**config.mk**
```make
export PLATFORM = sky130hd
export DESIGN_NAME = dma_channel_select_busy_wrap
export DESIGN_NICKNAME = d
export VERILOG_FILES = /design/src/common/dma_sel_pkg.sv /design/src/dma_channel_select_busy_wrap.sv /design/src/chan_sel_decode.sv /design/src/chan_offset_counter.sv
export VERILOG_INCLUDE_DIRS = /design/src /design/src/common
export SDC_FILE = /design/constraint.sdc
export NUM_CORES = 1
export LEC_CHECK = 0
export ABC_AREA = 0
export BUFFER_PORTS_ARGS = -buffer_cell sky130_fd_sc_hd__buf_2
export CELL_PAD_IN_SITES_DETAIL_PLACEMENT = 2
export CELL_PAD_IN_SITES_GLOBAL_PLACEMENT = 2
export CORE_UTILIZATION = 40
export CTS_CLUSTER_SIZE = 14
export DETAILED_ROUTE_END_ITERATION = 10
export PLACE_DENSITY_LB_ADDON = 0.1
export SYNTH_ARGS = -nofsm -noshare
export SYNTH_HDL_FRONTEND = slang
export SYNTH_SLANG_ARGS = --single-unit
```
**constraint.sdc**
```tcl
create_clock -name clk -period 5.7 [get_ports clk]
set_clock_uncertainty 0.2 [all_clocks]
set_input_delay 0 -clock clk [delete_from_list [all_inputs] [get_ports clk]]
set_output_delay 0 -clock clk [all_outputs]
set_load 0.02 [all_outputs]
```
**src/common/dma_sel_params.svh**
```systemverilog
// Constants for the channel select, busy and wrap control slice
// Operation
// - Busy bit reads one while channel transfers
// - Writing one to busy forces transfer start
// - Busy zero writes ignored, bit seven zero
// - Select bits 2:0 name channel 0..6
// - Select code 111 is invalid, none selected
// - Indirect registers reach the selected channel copy
// - Wrap mode register kept per channel
// - Offset counts zero up to size minus one
// - Offset at size minus one completes, sets flag
// - Wrap set returns offset to zero at completion
// - Select bits 7:3 read zero, ignore writes
// - Full-length flag sticky until software clears it
// - Channel transfers only while its enable is one
`ifndef DMA_SEL_PARAMS_SVH
`define DMA_SEL_PARAMS_SVH

// Channel count and widths
`define NUM_CHAN 7
`define SEL_W 3
`define OFS_W 16
`define BASE_W 12

// Direct register addresses
`define ADDR_SELECT 8'hd1
`define ADDR_ENABLE 8'hd2
`define ADDR_FULL_FLAG 8'hd3
`define ADDR_MID_FLAG 8'hd4
`define ADDR_BUSY 8'hd5
`define ADDR_MODE 8'hd6

// Indirect register addresses
`define ADDR_CONFIG 8'hc9
`define ADDR_BASE_LO 8'hca
`define ADDR_BASE_HI 8'hcb
`define ADDR_OFS_LO 8'hcc
`define ADDR_OFS_HI 8'hcd
`define ADDR_SIZE_LO 8'hce
`define ADDR_SIZE_HI 8'hcf

// Field positions
`define CFG_STALL_BIT 5
`define MODE_WRAP_BIT 0
`define SEL_INVALID 3'h7

// Reset values
`define RST_BYTE 8'h00
`define RST_OFS 16'h0000
`define RST_BASE 12'h000

`endif

```
**src/common/dma_sel_pkg.sv**
```systemverilog
// Types shared by the channel select, busy and wrap slice
package dma_sel_pkg;
  typedef logic [7:0] sfr_byte_t;
  typedef logic [6:0] chan_vec_t;
  typedef logic [2:0] chan_sel_t;
  typedef logic [15:0] ofs_t;
  typedef logic [11:0] base_t;
endpackage : dma_sel_pkg

```
**src/dma_channel_select_busy_wrap.sv**
```systemverilog
// Channel select, busy/forced start and wrap control of a seven-channel DMA
`timescale 1ns/10ps
`include "dma_sel_params.svh"
module dma_channel_select_busy_wrap
  import dma_sel_pkg::*;
#(
  parameter int NUM_CHAN = `NUM_CHAN
)
(
  // Clock and reset
  input wire logic clk,
  input wire logic reset_n,
  // Special function register bus
  input wire dma_sel_pkg::sfr_byte_t sfr_addr,
  input wire logic sfr_wr,
  input wire logic sfr_rd,
  input wire dma_sel_pkg::sfr_byte_t sfr_wdata,
  output dma_sel_pkg::sfr_byte_t sfr_rdata,
  // Byte moved by the transfer datapath, one bit per channel
  input wire dma_sel_pkg::chan_vec_t byte_done,
  // Channel state towards the datapath
  output dma_sel_pkg::chan_vec_t chan_active,
  output dma_sel_pkg::chan_vec_t chan_go,
  output dma_sel_pkg::chan_vec_t full_length_flags,
  output dma_sel_pkg::chan_vec_t mid_point_flags,
  output dma_sel_pkg::chan_vec_t chan_complete
);
  import dma_sel_pkg::*;

  // True for addresses of the per-channel indirect registers
  function automatic logic is_indirect(input sfr_byte_t a);
    is_indirect = (a >= `ADDR_CONFIG) && (a <= `ADDR_SIZE_HI);
  endfunction : is_indirect

  // Direct control registers
  chan_sel_t select_ff; // Channel select pointer
  chan_sel_t nxt_select;
  chan_vec_t enable_ff; // Channel enable bits
  chan_vec_t nxt_enable;
  chan_vec_t busy_ff; // Transfer in progress
  chan_vec_t nxt_busy;
  chan_vec_t full_ff; // Full-length flags
  chan_vec_t nxt_full;
  chan_vec_t mid_ff; // Mid-point flags
  chan_vec_t nxt_mid;
  chan_vec_t go_ff; // Registered step permission
  chan_vec_t nxt_go;
  chan_vec_t complete_ff; // Registered completion pulses
  chan_vec_t nxt_complete;
  sfr_byte_t rdata_ff; // Read data
  sfr_byte_t nxt_rdata;

  // Per-channel registers: indirect ones and the wrap mode bit
  sfr_byte_t config_ff [NUM_CHAN]; // Function configuration
  sfr_byte_t nxt_config [NUM_CHAN];
  base_t base_ff [NUM_CHAN]; // Base address
  base_t nxt_base [NUM_CHAN];
  ofs_t size_ff [NUM_CHAN]; // Transfer length
  ofs_t nxt_size [NUM_CHAN];
  logic wrap_ff [NUM_CHAN]; // Wrap enable
  logic nxt_wrap [NUM_CHAN];

  // Decode and counter wiring
  chan_vec_t sel_onehot; // Selected channel
  logic sel_valid; // Select code names a channel
  chan_vec_t step; // Byte counted this cycle
  chan_vec_t done; // Last byte counted
  chan_vec_t mid_hit; // Mid-point reached
  chan_vec_t ofs_load; // Software offset write
  ofs_t offset [NUM_CHAN]; // Counter values
  ofs_t ofs_load_val [NUM_CHAN]; // Offset write value
  logic wr_direct; // Write to a direct register
  logic wr_ind; // Write reaches a channel copy
  chan_sel_t sel_idx; // Index of the selected channel

  // Select pointer decode
  chan_sel_decode u_sel_decode
  (
    .sel(select_ff),
    .onehot(sel_onehot),
    .valid(sel_valid)
  );

  // Writes to indirect registers land only when a channel is selected
  always_comb
  begin
    wr_direct = sfr_wr && !is_indirect(sfr_addr);
    wr_ind = sfr_wr && is_indirect(sfr_addr) && sel_valid;
    sel_idx = sel_valid ? select_ff : 3'h0;
  end

  // Step permission: busy, enabled and not stalled
  always_comb
  begin
    for (int i = 0; i < NUM_CHAN; i++)
    begin
      step[i] = go_ff[i] && byte_done[i];
      nxt_go[i] = nxt_busy[i] && nxt_enable[i] && !nxt_config[i][`CFG_STALL_BIT];
    end
  end

  // One offset counter per channel
  genvar g;
  generate
    for (g = 0; g < NUM_CHAN; g++)
    begin : g_chan
      // Offset byte writes reach the selected copy only
      // One continuous driver per bit keeps every bit with a single source
      assign ofs_load[g] = wr_ind && sel_onehot[g] &&
                           ((sfr_addr == `ADDR_OFS_LO) || (sfr_addr == `ADDR_OFS_HI));
      assign ofs_load_val[g] = (sfr_addr == `ADDR_OFS_LO) ?
                               {offset[g][15:8], sfr_wdata} : {sfr_wdata, offset[g][7:0]};

      chan_offset_counter u_counter
      (
        .clk(clk),
        .reset_n(reset_n),
        .load(ofs_load[g]),
        .load_val(ofs_load_val[g]),
        .step(step[g]),
        .size(size_ff[g]),
        .wrap(wrap_ff[g]),
        .offset(offset[g]),
        .done(done[g]),
        .mid_hit(mid_hit[g])
      );
    end
  endgenerate

  // Next values of the direct registers
  always_comb
  begin
    nxt_select = select_ff;
    nxt_enable = enable_ff;
    nxt_full = full_ff;
    nxt_mid = mid_ff;
    nxt_busy = busy_ff;
    // Select keeps only bits 2:0
    if (wr_direct && (sfr_addr == `ADDR_SELECT))
    begin
      nxt_select = sfr_wdata[2:0];
    end
    // Enable bits, bit 7 dropped
    if (wr_direct && (sfr_addr == `ADDR_ENABLE))
    begin
      nxt_enable = sfr_wdata[6:0];
    end
    // Flags: software writes zero to clear
    if (wr_direct && (sfr_addr == `ADDR_FULL_FLAG))
    begin
      nxt_full = full_ff & sfr_wdata[6:0];
    end
    if (wr_direct && (sfr_addr == `ADDR_MID_FLAG))
    begin
      nxt_mid = mid_ff & sfr_wdata[6:0];
    end
    // Hardware set wins over a clear in the same cycle
    nxt_full = nxt_full | done;
    nxt_mid = nxt_mid | mid_hit;
    // Busy ends on completion or when the channel is disabled
    nxt_busy = busy_ff & ~done & nxt_enable;
    // Forced start: ones set, zeros ignored, bit 7 dropped
    if (wr_direct && (sfr_addr == `ADDR_BUSY))
    begin
      nxt_busy = nxt_busy | sfr_wdata[6:0];
    end
    nxt_complete = done;
  end

  // Direct registers
  always_ff @(posedge clk or negedge reset_n)
  begin
    if (!reset_n)
    begin
      select_ff <= 3'h0;
      enable_ff <= 7'h00;
      busy_ff <= 7'h00;
      full_ff <= 7'h00;
      mid_ff <= 7'h00;
      go_ff <= 7'h00;
      complete_ff <= 7'h00;
    end
    else
    begin
      select_ff <= nxt_select;
      enable_ff <= nxt_enable;
      busy_ff <= nxt_busy;
      full_ff <= nxt_full;
      mid_ff <= nxt_mid;
      go_ff <= nxt_go;
      complete_ff <= nxt_complete;
    end
  end

  // Next values of the per-channel copies, written through the pointer
  always_comb
  begin
    for (int i = 0; i < NUM_CHAN; i++)
    begin
      nxt_config[i] = config_ff[i];
      nxt_base[i] = base_ff[i];
      nxt_size[i] = size_ff[i];
      nxt_wrap[i] = wrap_ff[i];
      if (wr_ind && sel_onehot[i])
      begin
        unique case (sfr_addr)
          `ADDR_CONFIG: nxt_config[i] = {sfr_wdata[7:4], 1'b0, sfr_wdata[2:0]};
          `ADDR_BASE_LO: nxt_base[i] = {base_ff[i][11:8], sfr_wdata};
          `ADDR_BASE_HI: nxt_base[i] = {sfr_wdata[3:0], base_ff[i][7:0]};
          `ADDR_SIZE_LO: nxt_size[i] = {size_ff[i][15:8], sfr_wdata};
          `ADDR_SIZE_HI: nxt_size[i] = {sfr_wdata, size_ff[i][7:0]};
          default: nxt_config[i] = config_ff[i]; // Offset bytes go to counter
        endcase
      end
      // Mode register sits among direct addresses but is per channel
      if (wr_direct && (sfr_addr == `ADDR_MODE) && sel_valid && sel_onehot[i])
      begin
        nxt_wrap[i] = sfr_wdata[`MODE_WRAP_BIT];
      end
    end
  end

  // Per-channel copies
  always_ff @(posedge clk or negedge reset_n)
  begin
    if (!reset_n)
    begin
      for (int i = 0; i < NUM_CHAN; i++)
      begin
        config_ff[i] <= `RST_BYTE;
        base_ff[i] <= `RST_BASE;
        size_ff[i] <= `RST_OFS;
        wrap_ff[i] <= 1'b0;
      end
    end
    else
    begin
      for (int i = 0; i < NUM_CHAN; i++)
      begin
        config_ff[i] <= nxt_config[i];
        base_ff[i] <= nxt_base[i];
        size_ff[i] <= nxt_size[i];
        wrap_ff[i] <= nxt_wrap[i];
      end
    end
  end

  // Read data mux, registered on a read strobe
  always_comb
  begin
    nxt_rdata = rdata_ff;
    if (sfr_rd)
    begin
      nxt_rdata = `RST_BYTE; // Unmapped reads return zero
      unique case (sfr_addr)
        `ADDR_SELECT: nxt_rdata = {5'h00, select_ff};
        `ADDR_ENABLE: nxt_rdata = {1'b0, enable_ff};
        `ADDR_FULL_FLAG: nxt_rdata = {1'b0, full_ff};
        `ADDR_MID_FLAG: nxt_rdata = {1'b0, mid_ff};
        `ADDR_BUSY: nxt_rdata = {1'b0, busy_ff};
        `ADDR_MODE: nxt_rdata = sel_valid ? {7'h00, wrap_ff[sel_idx]} : `RST_BYTE;
        `ADDR_CONFIG: nxt_rdata = sel_valid ? config_ff[sel_idx] : `RST_BYTE;
        `ADDR_BASE_LO: nxt_rdata = sel_valid ? base_ff[sel_idx][7:0] : `RST_BYTE;
        `ADDR_BASE_HI: nxt_rdata = sel_valid ? {4'h0, base_ff[sel_idx][11:8]} : `RST_BYTE;
        `ADDR_OFS_LO: nxt_rdata = sel_valid ? offset[sel_idx][7:0] : `RST_BYTE;
        `ADDR_OFS_HI: nxt_rdata = sel_valid ? offset[sel_idx][15:8] : `RST_BYTE;
        `ADDR_SIZE_LO: nxt_rdata = sel_valid ? size_ff[sel_idx][7:0] : `RST_BYTE;
        `ADDR_SIZE_HI: nxt_rdata = sel_valid ? size_ff[sel_idx][15:8] : `RST_BYTE;
        default: nxt_rdata = `RST_BYTE;
      endcase
    end
  end

  // Read data register
  always_ff @(posedge clk or negedge reset_n)
  begin
    if (!reset_n)
    begin
      rdata_ff <= `RST_BYTE;
    end
    else
    begin
      rdata_ff <= nxt_rdata;
    end
  end

  // Outputs straight from flip-flops
  assign sfr_rdata = rdata_ff;
  assign chan_active = busy_ff;
  assign chan_go = go_ff;
  assign full_length_flags = full_ff;
  assign mid_point_flags = mid_ff;
  assign chan_complete = complete_ff;
endmodule : dma_channel_select_busy_wrap

```
**src/chan_sel_decode.sv**
```systemverilog
// Channel select code to one-hot channel decoder
`timescale 1ns/10ps
`include "dma_sel_params.svh"
module chan_sel_decode
  import dma_sel_pkg::*;
(
  // Select code
  input wire dma_sel_pkg::chan_sel_t sel,
  // Decoded channel
  output dma_sel_pkg::chan_vec_t onehot,
  output logic valid
);
  // Code 111 names no channel
  always_comb
  begin
    onehot = 7'h00;
    valid = (sel != `SEL_INVALID);
    if (valid)
    begin
      onehot[sel] = 1'b1;
    end
  end
endmodule : chan_sel_decode

```
**src/chan_offset_counter.sv**
```systemverilog
// One channel's address offset counter with completion and mid-point detect
`timescale 1ns/10ps
`include "dma_sel_params.svh"
module chan_offset_counter
  import dma_sel_pkg::*;
(
  // Clock and reset
  input wire logic clk,
  input wire logic reset_n,
  // Software load of the offset
  input wire logic load,
  input wire dma_sel_pkg::ofs_t load_val,
  // One byte moved on this channel
  input wire logic step,
  // Channel settings
  input wire dma_sel_pkg::ofs_t size,
  input wire logic wrap,
  // Counter state and events
  output dma_sel_pkg::ofs_t offset,
  output logic done,
  output logic mid_hit
);
  ofs_t offset_ff; // Current offset
  ofs_t nxt_offset; // Next offset
  ofs_t last_ofs; // Size minus one
  ofs_t mid_ofs; // Mid-point offset
  ofs_t ofs_plus; // Offset plus one
  logic at_end; // Offset sits at last byte

  // Next offset, completion and mid-point events
  always_comb
  begin
    last_ofs = size - 16'h0001;
    mid_ofs = size[0] ? ((size >> 1) + 16'h0001) : (size >> 1);
    ofs_plus = offset_ff + 16'h0001;
    at_end = (offset_ff == last_ofs);
    done = step && at_end;
    mid_hit = step && !at_end && (ofs_plus == mid_ofs);
    nxt_offset = offset_ff;
    if (load)
    begin
      nxt_offset = load_val; // Software write wins
    end
    else if (done)
    begin
      nxt_offset = wrap ? `RST_OFS : offset_ff;
    end
    else if (step)
    begin
      nxt_offset = ofs_plus;
    end
  end

  // Offset register
  always_ff @(posedge clk or negedge reset_n)
  begin
    if (!reset_n)
    begin
      offset_ff <= `RST_OFS;
    end
    else
    begin
      offset_ff <= nxt_offset;
    end
  end

  assign offset = offset_ff;
endmodule : chan_offset_counter

```
==> results.ini <==
[floorplanning]
design.die.area_mm2=0.0772
die_w_um=278
row_count=100
chipHeight_um=278
initial_utilization_pct=40.7
core_region_area_mm2=0.0748
ios=70

[synth]
yosys.area_share.xor_xnor_pct=11.6
synth_top_family_by_area=simple AND/OR/NAND/NOR gates
synth_top_area_share_pct=34.3
avgSynthCellArea_um2=8.71
synth-simple-area-share_pct=19.7
synth.cells.most_frequent=417 x sky130_fd_sc_hd__dfrtp_1, 414 x sky130_fd_sc_hd__nand2_1, 301 x sky130_fd_sc_hd__o21ai_0
synth-adder-area-share_pct=1.15
post_synthesis_compound_gate_area_fraction_pct=16.7
yosys.cell_count.top_type=sky130_fd_sc_hd__dfrtp_1
async_flop_share_pct=100
count_of_flip_flops_with_a_built_in_enable_after_synthesis=0
muxShareOfSynthArea_pct=11.4
postSynthRegisterBits=417
synth_area_mm2=0.0304
synth.net_count=3546
synthDominantAreaCellType=sky130_fd_sc_hd__dfrtp_1
synth_flop_cell=sky130_fd_sc_hd__dfrtp_1
netlist_top_cells_area=sky130_fd_sc_hd__dfrtp_1 34%, sky130_fd_sc_hd__xnor2_1 8.3%, sky130_fd_sc_hd__mux2_2 5.3%
ys_seq_area_share_pct=34.3
yosys.cell_types.count=94
yosysWarnings=0
syn_inst_count=3491

[placement]
post-place-ws_ps=929
routabilityCongestion=1.01
dp_hpwl_um=106000
port_buffers=69

[global_route]
maximum_number_of_pins_on_one_net_before_global_route_repair=143
global_route.overflow_total=0
global_route.usage.total_pct=37.6
wire_length_of_the_first_global_routing_pass_um=216000
vias_in_the_first_global_route=30900
antenna_found_initial=6

[detailed_routing]
route.vias.total=29000
drt_wl_total_um=146000
drc=0
vias_per_inst=6.61
drt-initial-drc-count=2470
wire_per_inst_um=33.4
postRouteAntennaNets=0
drt_pass1_iterations=5

[critical_path]
timing.critical_path.arrival_ps=5070
setup.worst_path.start=size_ff[66]
start_kind=flop
endpoint_kind=flop
most_used_cell_cp=sky130_fd_sc_hd__or4_1
crit_chain=inv_1, ha_1, or4b_1, xnor2_1, or4_1, or4_1, or3_4, o31ai_4, nor2b_1, o21ai_0, o311ai_0
cpMaxStageDelayCell=sky130_fd_sc_hd__o31ai_4
worstPathRequired_ps=5980
cp_max_fo=19
rrSetupSlack_ps=910
rr_worst_depth=11
crit-reg2reg-capture=g_chan[2].u_counter.offset[12]
delay_of_the_slowest_cell_on_the_worst_path_ps=770
worst_flop_to_flop_path_startpoint=size_ff[66]
timing_worst_setup_path_type=reg2reg
critical_path.endpoint=g_chan[2].u_counter.offset[12]

[sta]
final.min_clock_period_ps=4790
setup_viol=0
final_min_period_over_clock_period_pct=84.1
max_freq_mhz=209
fin_setup_tns_ps=0
tightest_slew_ps=1350
grt_setup_unrepaired=false
finalHoldViolCount=0
worst_slew_margin_rel_pct=9.58
slew_violations=0
worst_case_setup_margin_in_the_final_layout_ps=908
final.hold.worst_slack_ps=27.4

[final_layout]
nFillCells=8102
number_of_nets_in_the_layout=3425
layout-area-overhead-vs-synth_pct=9.20
final_layout_size_suffix_gt1_share_pct=12.8

[clocking]
total_clock_buffers_created_by_cts=52
post_cts.repair.setup_buffers=0
cts_num_sinks=417
resized_after_cts=0
cts_root_buf=sky130_fd_sc_hd__clkbuf_16
post_cts_hold_buffer_count=24
cts_tree=built
cts_max_path_buffers=3
clkLatencyLatePin_ps=640
clock_tree.htree_level_count=2
clkTransAtPathRegs_ps=60

[run_status]
outcome=completed

[worst_hold_path]
holdCritStartpoint=sfr_addr[0]
worstHoldPathType=in2reg

[pwr]
leakagePower_uw=0.0135
vdd_ir_drop_max_uv=216
pwr_density_cell_mw_per_mm2=209

[job]
drv.max_cap_violation_count=0

per-layer routing:
metal | vias up | part of all wire, % | track usage [%]
li1 | 12300 | - | -
met5 | - | 0.0075 | 0
met4 | 2 | 6.4 | 21.2
met3 | 326 | 5.8 | 5.12
met1 | 15300 | 41 | 48.3
met2 | 1019 | 46 | 60.8
critical path: cells and delay by family, from the launching register on:
kind            cells  cell delay, ps
buf+inv             1             130
xor+xnor            1             190
compound gates      3            1190
flops               1             500
fa+ha+maj           1             210
simple gates        5            2220
report_power, final:
| group | leakage, uW | internal (uW) | total (uW) | switching, uW |
|---|---|---|---|---|
| Clock | 0.000889 | 2130 | 3590 | 1460 |
| Combinational | 0.00686 | 82.1 | 368 | 286 |
| Sequential | 0.00579 | 2970 | 2980 | 18.7 |
| Total | 0.0135 | 5180 | 6940 | 1760 |
registers in the layout (all words and copies together), names as in the netlist:
name / cells
base_ff: 84
chan_active: 7
chan_complete: 7
chan_go: 7
config_ff: 49
enable_ff: 7
full_length_flags: 7
g_chan.u_counter.offset: 112
mid_point_flags: 7
select_ff: 3
sfr_rdata: 8
size_ff: 112
wrap_ff: 7
cells in the final DEF, fill, tap and decap left out, drive strengths merged, types with 25 or more instances in the layout:
cell type,Yosys,final
a21oi,70,70
a22o,34,34
a31oi,30,30
and3,63,63
buf,61,118
clkbuf,255,73
dfrtp,417,417
ha,28,28
inv,79,81
mux2,143,143
mux2i,107,107
mux4,35,35
nand2,414,414
nand2b,33,33
nand3,134,134
nand4,61,61
nor2,185,185
nor2b,28,28
nor3,73,73
nor4,36,36
o211ai,71,71
o21ai,315,315
o22ai,47,47
o32ai,30,30
or3,29,29
or4,25,25
xnor2,290,290
xor2,113,113
final cells by class:
cell class                 count  area (um2)  share of cell area (%)
clock inverter                18         277                   0.832
clock buffer                  73        1520                    4.58
sequential                   417       10400                    31.4
tap                          969        1210                    3.65
inverter                      79         297                   0.893
multi-input combinational   2679       18400                    55.5
timing repair buffer         141        1010                    3.05
antenna                        3        7.51                  0.0226
cell families after synthesis:
logic type	after synthesis
AO/OA/AOI/OAI	775
XOR/XNOR	403
flip-flops	417
buffers and inverters	395
adder cells (fa/ha/maj)	28
AND/OR/NAND/NOR	1188
multiplexers	285
worst min-delay path by stage:
stage / to / slack [ps] / cells past startpoint
floorplan: base_ff[0] / -500 / 0
global placement: size_ff[31] / -50 / 1
detailed placement: size_ff[31] / -30 / 1
CTS: g_chan[3].u_counter.offset[13] / 5 / 5
global route: mid_point_flags[4] / 40 / 7
finish: g_chan[3].u_counter.offset[13] / 30 / 5
metrics by stage:
stage | utilization (%) | total power, uW | instances | area, um2
floorplan | - | 3170 | 3491 | 30400
global placement | 41.6 | 3380 | 4260 | 31100
detailed placement | 41.6 | 3380 | 4260 | 31100
CTS | 44.4 | 6950 | 4375 | 33200
global route | 44.4 | 7080 | 4377 | 33200
finish | 44.4 | 6940 | 4379 | 33200
Note: power is estimated with default switching activity, not from simulation.
